<file path="src/pkg/abs_pkg.sv">
// Shared constants and the state layout of the address and bus select decoder.
// Assumes a 16-bit processor address and one 40 MHz system clock.
package abs_pkg;

    // Address field positions.
    localparam int unsigned ABS_BLK_MSB = 15;
    localparam int unsigned ABS_BLK_LSB = 13;
    localparam int unsigned ABS_SEC_MSB = 12;
    localparam int unsigned ABS_SEC_LSB = 11;

    // Primary block numbers that carry local devices.
    localparam logic [2:0] ABS_BLK_LOW = 3'h0;
    localparam logic [2:0] ABS_BLK_SYS = 3'h1;
    localparam logic [2:0] ABS_BLK_ROM = 3'h7;

    // Secondary first-half select numbers.
    localparam logic [1:0] ABS_SEC_RAM    = 2'h0;
    localparam logic [1:0] ABS_SEC_SWITCH = 2'h2;
    localparam logic [1:0] ABS_SEC_SIG    = 2'h3;

    // Secondary second-half select numbers.
    localparam logic [1:0] ABS_SECB_LATCH  = 2'h0;
    localparam logic [1:0] ABS_SECB_SWITCH = 2'h1;

    // Last address of the on-chip processor RAM.
    localparam logic [15:0] ABS_CPU_RAM_LAST = 16'h007f;

    // Decoder output of a disabled two-to-four decoder.
    localparam logic [3:0] ABS_DEC_IDLE = 4'hf;

    typedef struct packed {
        logic [7:0] blk_sel_n;
        logic [3:0] sec_sel_n;
        logic       latch_write_sel_n;
        logic       switch_read_sel_n;
        logic       switch_reg_enable_n;
        logic       sig_analysis;
        logic       int_bus_en_n;
        logic       ext_bus_en_n;
        logic       ext_xcvr_en_n;
        logic       ext_bus_dir;
        logic       ext_vma;
        logic       ext_rw;
        logic       int_vma;
        logic       int_rw;
        logic       buffered_phase2_clk;
        logic       buffered_phase2_clk_n;
    } abs_state_s;

    localparam abs_state_s ABS_RESET_STATE = '{
        blk_sel_n:             8'hff,
        sec_sel_n:             4'hf,
        latch_write_sel_n:     1'h1,
        switch_read_sel_n:     1'h1,
        switch_reg_enable_n:   1'h1,
        sig_analysis:          1'h1,
        int_bus_en_n:          1'h1,
        ext_bus_en_n:          1'h1,
        ext_xcvr_en_n:         1'h1,
        ext_bus_dir:           1'h1,
        ext_vma:               1'h0,
        ext_rw:                1'h1,
        int_vma:               1'h0,
        int_rw:                1'h1,
        buffered_phase2_clk:   1'h0,
        buffered_phase2_clk_n: 1'h1
    };

endpackage : abs_pkg

</file>
<file path="src/pkg/abs_dec_if.sv">
// Carrier between the bus select decoder and one two-to-four decoder half.
// Assumes both ends are combinational and share the system clock domain.
`timescale 1ns/1ps
interface abs_dec_if;
    logic       en;
    logic [1:0] code;
    logic [3:0] y_n;

    modport dec  (input en, input code, output y_n);
    modport user (output en, output code, input y_n);
endinterface : abs_dec_if

</file>
<file path="src/logic/abs_dec24.sv">
// One half of a dual two-to-four decoder with an active-high enable given as en.
// Assumes the user registers the outputs; this half is purely combinational.
`timescale 1ns/1ps
module abs_dec24 (
    abs_dec_if.dec port_if
);

    always_comb begin
        if (port_if.en) begin
            port_if.y_n = ~(4'h1 << port_if.code);
        end else begin
            port_if.y_n = abs_pkg::ABS_DEC_IDLE;
        end
    end

endmodule : abs_dec24

</file>
<file path="src/logic/abs_decoder.sv">
// Address decode and data bus steering for an 8-bit processor board.
// Assumes address, qualifiers, phase clock and straps are synchronous to mclk.
`timescale 1ns/1ps
module abs_decoder (
    input  wire logic        mclk,
    input  wire logic        rst_n,
    input  wire logic [15:0] addr,
    input  wire logic        buffered_valid_mem_addr,
    input  wire logic        rw,
    input  wire logic        phase2_clk,
    input  wire logic        force_dis_n,
    input  wire logic        ext_dis_n,
    input  wire logic        ext_strap_inhibit,
    output logic      [7:0]  blk_sel_n,
    output logic      [3:0]  sec_sel_n,
    output logic             latch_write_sel_n,
    output logic             switch_read_sel_n,
    output logic             switch_reg_enable_n,
    output logic             sig_analysis,
    output logic             int_bus_en_n,
    output logic             ext_bus_en_n,
    output logic             ext_xcvr_en_n,
    output logic             ext_bus_dir,
    output logic             ext_vma,
    output logic             ext_rw,
    output logic             int_vma,
    output logic             int_rw,
    output logic             buffered_phase2_clk,
    output logic             buffered_phase2_clk_n
);

    abs_pkg::abs_state_s st_r;
    abs_pkg::abs_state_s st_nxt;

    abs_dec_if sec_a_if ();
    abs_dec_if sec_b_if ();

    logic [2:0] blk_code;
    logic [7:0] blk_dec_n;
    logic       vma;
    logic       phase_low;
    logic       cpu_ram_hit;
    logic       sec_sel_a2;
    logic       sig_region;
    logic       sw_read;
    logic       bus_kill;
    logic       local_hit;
    logic       ext_sel;
    logic       int_sel;

    assign vma       = buffered_valid_mem_addr;
    assign phase_low = ~phase2_clk;
    assign blk_code  = addr[abs_pkg::ABS_BLK_MSB:abs_pkg::ABS_BLK_LSB];

    // Only the valid-address qualifier enables the primary decoder.
    always_comb begin
        if (vma) begin
            blk_dec_n = ~(8'h01 << blk_code);
        end else begin
            blk_dec_n = 8'hff;
        end
    end

    // First secondary half runs for the whole 2000-3FFF block.
    assign sec_a_if.en   = ~blk_dec_n[abs_pkg::ABS_BLK_SYS];
    assign sec_a_if.code = addr[abs_pkg::ABS_SEC_MSB:abs_pkg::ABS_SEC_LSB];

    abs_dec24 u_sec_a (
        .port_if (sec_a_if)
    );

    assign sec_sel_a2 = sec_a_if.y_n[abs_pkg::ABS_SEC_SWITCH];
    assign sig_region = ~sec_a_if.y_n[abs_pkg::ABS_SEC_SIG];

    // Second half decodes the 3000 select with read/write, only in the low phase.
    assign sec_b_if.en   = phase_low;
    assign sec_b_if.code = {sec_sel_a2, rw};

    abs_dec24 u_sec_b (
        .port_if (sec_b_if)
    );

    assign sw_read     = ~sec_b_if.y_n[abs_pkg::ABS_SECB_SWITCH];
    assign cpu_ram_hit = vma && (addr <= abs_pkg::ABS_CPU_RAM_LAST);

    // Any of three causes removes both data buses.
    assign bus_kill = cpu_ram_hit || sw_read || !force_dis_n;

    // Blocks 2 to 6 stay outside this term; they belong to the external bank.
    assign local_hit = ~blk_dec_n[abs_pkg::ABS_BLK_LOW]
                     | ~blk_dec_n[abs_pkg::ABS_BLK_SYS]
                     | ~blk_dec_n[abs_pkg::ABS_BLK_ROM];

    assign int_sel = local_hit && !bus_kill;
    assign ext_sel = vma && !local_hit && !bus_kill && ext_dis_n;

    always_comb begin
        st_nxt = st_r;
        st_nxt.blk_sel_n           = blk_dec_n;
        st_nxt.sec_sel_n           = sec_a_if.y_n;
        st_nxt.latch_write_sel_n   = sec_b_if.y_n[abs_pkg::ABS_SECB_LATCH];
        st_nxt.switch_read_sel_n   = ~sw_read;
        st_nxt.switch_reg_enable_n = ~sw_read;
        // The strobe behaves as a set/reset latch cleared by leaving the region.
        st_nxt.sig_analysis = ~(sig_region && ((vma && !rw) || !st_r.sig_analysis));
        st_nxt.int_bus_en_n  = ~int_sel;
        st_nxt.ext_bus_en_n  = ~ext_sel;
        st_nxt.ext_xcvr_en_n = ~(ext_sel && phase_low && !ext_strap_inhibit);
        st_nxt.ext_bus_dir   = rw;
        st_nxt.ext_vma       = vma;
        st_nxt.ext_rw        = rw;
        st_nxt.int_vma       = vma;
        st_nxt.int_rw        = rw;
        st_nxt.buffered_phase2_clk   = phase2_clk;
        st_nxt.buffered_phase2_clk_n = ~phase2_clk;
    end

    always_ff @(posedge mclk or negedge rst_n) begin
        if (!rst_n) begin
            st_r <= abs_pkg::ABS_RESET_STATE;
        end else begin
            st_r <= st_nxt;
        end
    end

    assign blk_sel_n             = st_r.blk_sel_n;
    assign sec_sel_n             = st_r.sec_sel_n;
    assign latch_write_sel_n     = st_r.latch_write_sel_n;
    assign switch_read_sel_n     = st_r.switch_read_sel_n;
    assign switch_reg_enable_n   = st_r.switch_reg_enable_n;
    assign sig_analysis          = st_r.sig_analysis;
    assign int_bus_en_n          = st_r.int_bus_en_n;
    assign ext_bus_en_n          = st_r.ext_bus_en_n;
    assign ext_xcvr_en_n         = st_r.ext_xcvr_en_n;
    assign ext_bus_dir           = st_r.ext_bus_dir;
    assign ext_vma               = st_r.ext_vma;
    assign ext_rw                = st_r.ext_rw;
    assign int_vma               = st_r.int_vma;
    assign int_rw                = st_r.int_rw;
    assign buffered_phase2_clk   = st_r.buffered_phase2_clk;
    assign buffered_phase2_clk_n = st_r.buffered_phase2_clk_n;

    // Address tests seen by the checks below.
    logic in_rom;
    logic in_ram;
    logic in_switch;
    logic in_sig;
    logic in_local;

    assign in_rom    = blk_code == abs_pkg::ABS_BLK_ROM;
    assign in_ram    = {blk_code, addr[12:11]} == {abs_pkg::ABS_BLK_SYS, abs_pkg::ABS_SEC_RAM};
    assign in_switch = {blk_code, addr[12:11]} == {abs_pkg::ABS_BLK_SYS, abs_pkg::ABS_SEC_SWITCH};
    assign in_sig    = {blk_code, addr[12:11]} == {abs_pkg::ABS_BLK_SYS, abs_pkg::ABS_SEC_SIG};
    assign in_local  = in_rom || blk_code == abs_pkg::ABS_BLK_LOW || blk_code == abs_pkg::ABS_BLK_SYS;

    // Blocks 2 to 6 form the bank region that only the external bus reaches.
    logic in_bank;

    assign in_bank = blk_code >= 3'h2 && blk_code <= 3'h6;
endmodule : abs_decoder

</file>
<file path="config.mk">
export PLATFORM = sky130hd
export DESIGN_NAME = abs_decoder
export DESIGN_NICKNAME = d
export VERILOG_FILES = /design/src/pkg/abs_pkg.sv /design/src/pkg/abs_dec_if.sv /design/src/logic/abs_dec24.sv /design/src/logic/abs_decoder.sv
export SDC_FILE = /design/constraint.sdc
export NUM_CORES = 1
export LEC_CHECK = 0
export BUFFER_PORTS_ARGS = -buffer_cell sky130_fd_sc_hd__buf_2
export CAP_MARGIN = 40
export CORE_MARGIN = 5
export CORE_UTILIZATION = 37
export DETAILED_ROUTE_END_ITERATION = 6
export GPL_ROUTABILITY_DRIVEN = 0
export PLACE_DENSITY = 0.72
export SYNTH_ARGS = -nofsm -noshare
export SYNTH_HDL_FRONTEND = slang
export SYNTH_SLANG_ARGS = --single-unit
</file>
<file path="constraint.sdc">
create_clock -name mclk -period 0.8 [get_ports mclk]
set_input_delay 0.12 -clock mclk [delete_from_list [all_inputs] [get_ports mclk]]
set_output_delay 0.12 -clock mclk [all_outputs]
set_load 0.05 [all_outputs]
</file>
==> flow_metrics.py <==
metrics = {
    "synthesis": {
        "synth_nets": 85,
        "syn_inst": 61,
        "synth.distinct_cells": 25,
        "ys_warn_count": 0,
        "synth_area_per_cell_sq_um": 13.8,
        "ys_seq_elements": 22,
        "synth_top_area_share_pct": 62.6,
        "synthTopCellsByArea": "dfstp_2 (63%), dfrtp_1 (6.0%), buf_4 (3.6%)",
        "synthesis.area_sq_um": 840,
        "synth_largest_area_cell": "dfstp_2",
        "seq_area_frac_synth_pct": 68.6,
    },
    "drt": {
        "ant_nets": 0,
        "wl_mm": 1.97,
        "wl_per_cell_microns": 13.6,
        "dr.pass1.iters": 4,
        "remaining_drc_errors": 0,
        "viasPerCell": 4.63,
        "num_vias": 671,
        "drt_iter0_drc": 5,
    },
    "sta": {
        "worstMarginPinSlew_ps": 452,
        "timing.max_slew.rel_slack_pct": 69.8,
        "drv_slew": 0,
        "rsz0062_at_grt": "yes",
        "setup_violations": 30,
        "fin_ws_ps": -430,
        "fmax_ghz": 0.813,
        "fin_setup_tns_ps": -8800,
        "finalHoldViolations": 0,
        "fin_crit_ps": 1230,
        "fin_hold_ws_ps": 55.8,
        "fin_worst_skew_ps": 0,
        "min_period_over_period_pct": 154,
    },
    "placed_design": {
        "dp_hpwl_mm": 1.39,
        "place_ws_ps": -293,
        "dp.cells": 136,
        "place_area_sq_mm": 0.00112,
        "io_buffer_count": 42,
    },
    "grt": {
        "grtUsageTotal_pct": 12.7,
        "grt_max_degree": 23,
        "grt_remaining_overflow": 0,
        "antenna_found_initial": 0,
        "grt_pass1_wl_mm": 3.27,
        "grt_pass1_vias": 695,
    },
    "cells_and_area": {
        "area_growth_pct": 71.7,
        "nNetsFinal": 142,
        "largest_reg_flops": 8,
        "final_cell_mix": "buf_8 (20), dfstp_2 (19), buf_2 (16)",
        "finalNonFillerCells": 145,
        "final_common_cell": "buf_8",
        "drive_gt1_share_pct": 70.9,
        "finish.utilization_pct": 65.8,
        "num_antenna_cells": 0,
        "final_area_sq_mm": 0.00144,
    },
    "die": {
        "pin_count": 50,
        "rows": 17,
        "die_h_microns": 57.6,
        "chipWidth_microns": 57.6,
        "core-area_sq_mm": 0.00219,
        "start_util_pct": 38.3,
        "dieArea_sq_mm": 0.00332,
    },
    "power": {
        "p_leak_nw": 0.642,
        "comb_power_share_pct": 19.8,
        "switchingPower_mw": 0.557,
        "power_frac_seq_pct": 56.6,
        "clkPwrFrac_pct": 23.6,
        "swShare_pct": 26.7,
        "p_int_mw": 1.53,
        "ir_worst_vdd_v": 0.000864,
        "total_power_mw": 2.09,
        "power_density_mw_per_mm2": 1450,
    },
    "worst_setup_path": {
        "cp-end-kind": "output port",
        "cp-start-kind": "register",
        "crit_path_start": "ext_rw",
        "crit-reg2reg-launch": "sig_analysis",
        "critPathBufInv": 1,
        "cpPeakStageDelay_ps": 660,
        "crit_path_max_fanout": 3,
        "reg2reg_slack_ps": 80,
        "critPathArrivalTime_ps": 1110,
        "crit_family": "flip-flops",
        "cp_slowest_cell": "dfstp_4",
        "worstPathCellList": "buf_6",
        "critPathKind": "reg -> out",
        "required_ps": 680,
    },
    "clocking": {
        "cts_tree": "yes",
        "h-tree-depth": 1,
        "insertion_delay_ps": 300,
        "cts_buffer_depth": 2,
        "path_clk_slew_ps": 120,
        "cts_made_buffers": 3,
        "cts_root_buffer": "clkbuf_4",
        "clock_sinks": 22,
    },
    "min_path": {
        "hold_path.class": "in -> reg",
        "hold_start": "addr[12]",
    },
    "outcome": {
        "status": "finished with violations",
        "failed_checks": "negative setup slack",
    },
    "run": {
        "drv_cap": 0,
    },
}
-- worst paths after layout --
path | to | depth (start not counted)
worst max-delay path | ext_bus_dir | 1
worst min-delay path | sec_sel_n[2] | 2
worst max register to register | sig_analysis | 1
worst min register to register | sig_analysis | 1
max in group asynchronous | blk_sel_n[3] | 2
min in group asynchronous | buffered_phase2_clk | 2
-- repair_timing --
| item | CTS | global route |
|---|---|---|
| endpoints found under the hold margin | 5 | 3 |
| setup buffers | 0 | 1 |
| pin swaps | 0 | 0 |
| hold buffers | 3 | 2 |
| gates resized for setup | 71 | 2 |
| setup endpoints to repair | 26 | 30 |
-- cell usage after synthesis --
master	n
buf_6	1
inv_1	2
nor3b_1	1
a31oi_1	1
dfrtp_1	2
nor4_1	1
nand4_1	4
nor2_1	4
nand2_1	2
inv_2	1
nand4b_1	1
nor2b_1	2
or3_1	2
o211ai_1	1
and2b_2	1
dfstp_2	20
and3_2	1
nand2b_1	1
a21o_1	1
buf_4	4
nand3_1	4
nor4b_1	1
nand3b_1	1
and4bb_4	1
nand3b_4	1
-- final cells by class --
type	count	area, sq um
multi-input combinational	31	218
clock buffer	4	26.3
timing repair buffer	57	571
tap	28	35.0
sequential	22	581
inverter	3	11.3
fill	156	749
-- cells by family after synthesis --
logic type	count (synthesis)	share of synthesized area (%)
flip-flops	22	68.6
AND/OR/NAND/NOR	28	22.7
buffers and inverters	8	6.26
AO/OA/AOI/OAI	3	2.53
-- power groups by stage --
stage | registers (mW) | logic, mW | clock network (mW)
6_report | 1.18 | 0.414 | 0.494
5_1_grt | 1.19 | 0.440 | 0.568
4_1_cts | 1.18 | 0.409 | 0.522
3_5_place_dp | 1.19 | 0.337 | 0
3_3_place_gp | 1.18 | 0.332 | 0
2_1_floorplan | 1.29 | 0.107 | 0
-- routing by layer --
metal,part of all wire [%],GRT usage (%),up-vias,wire length [microns]
met3,7.5,3.12,4,148
met5,0,0,-,0
li1,-,-,323,-
met2,52,21.5,29,1020
met4,2.2,6.62,0,44
met1,39,14.9,315,761
No activity file was read; power rests on OpenSTA's default activity.
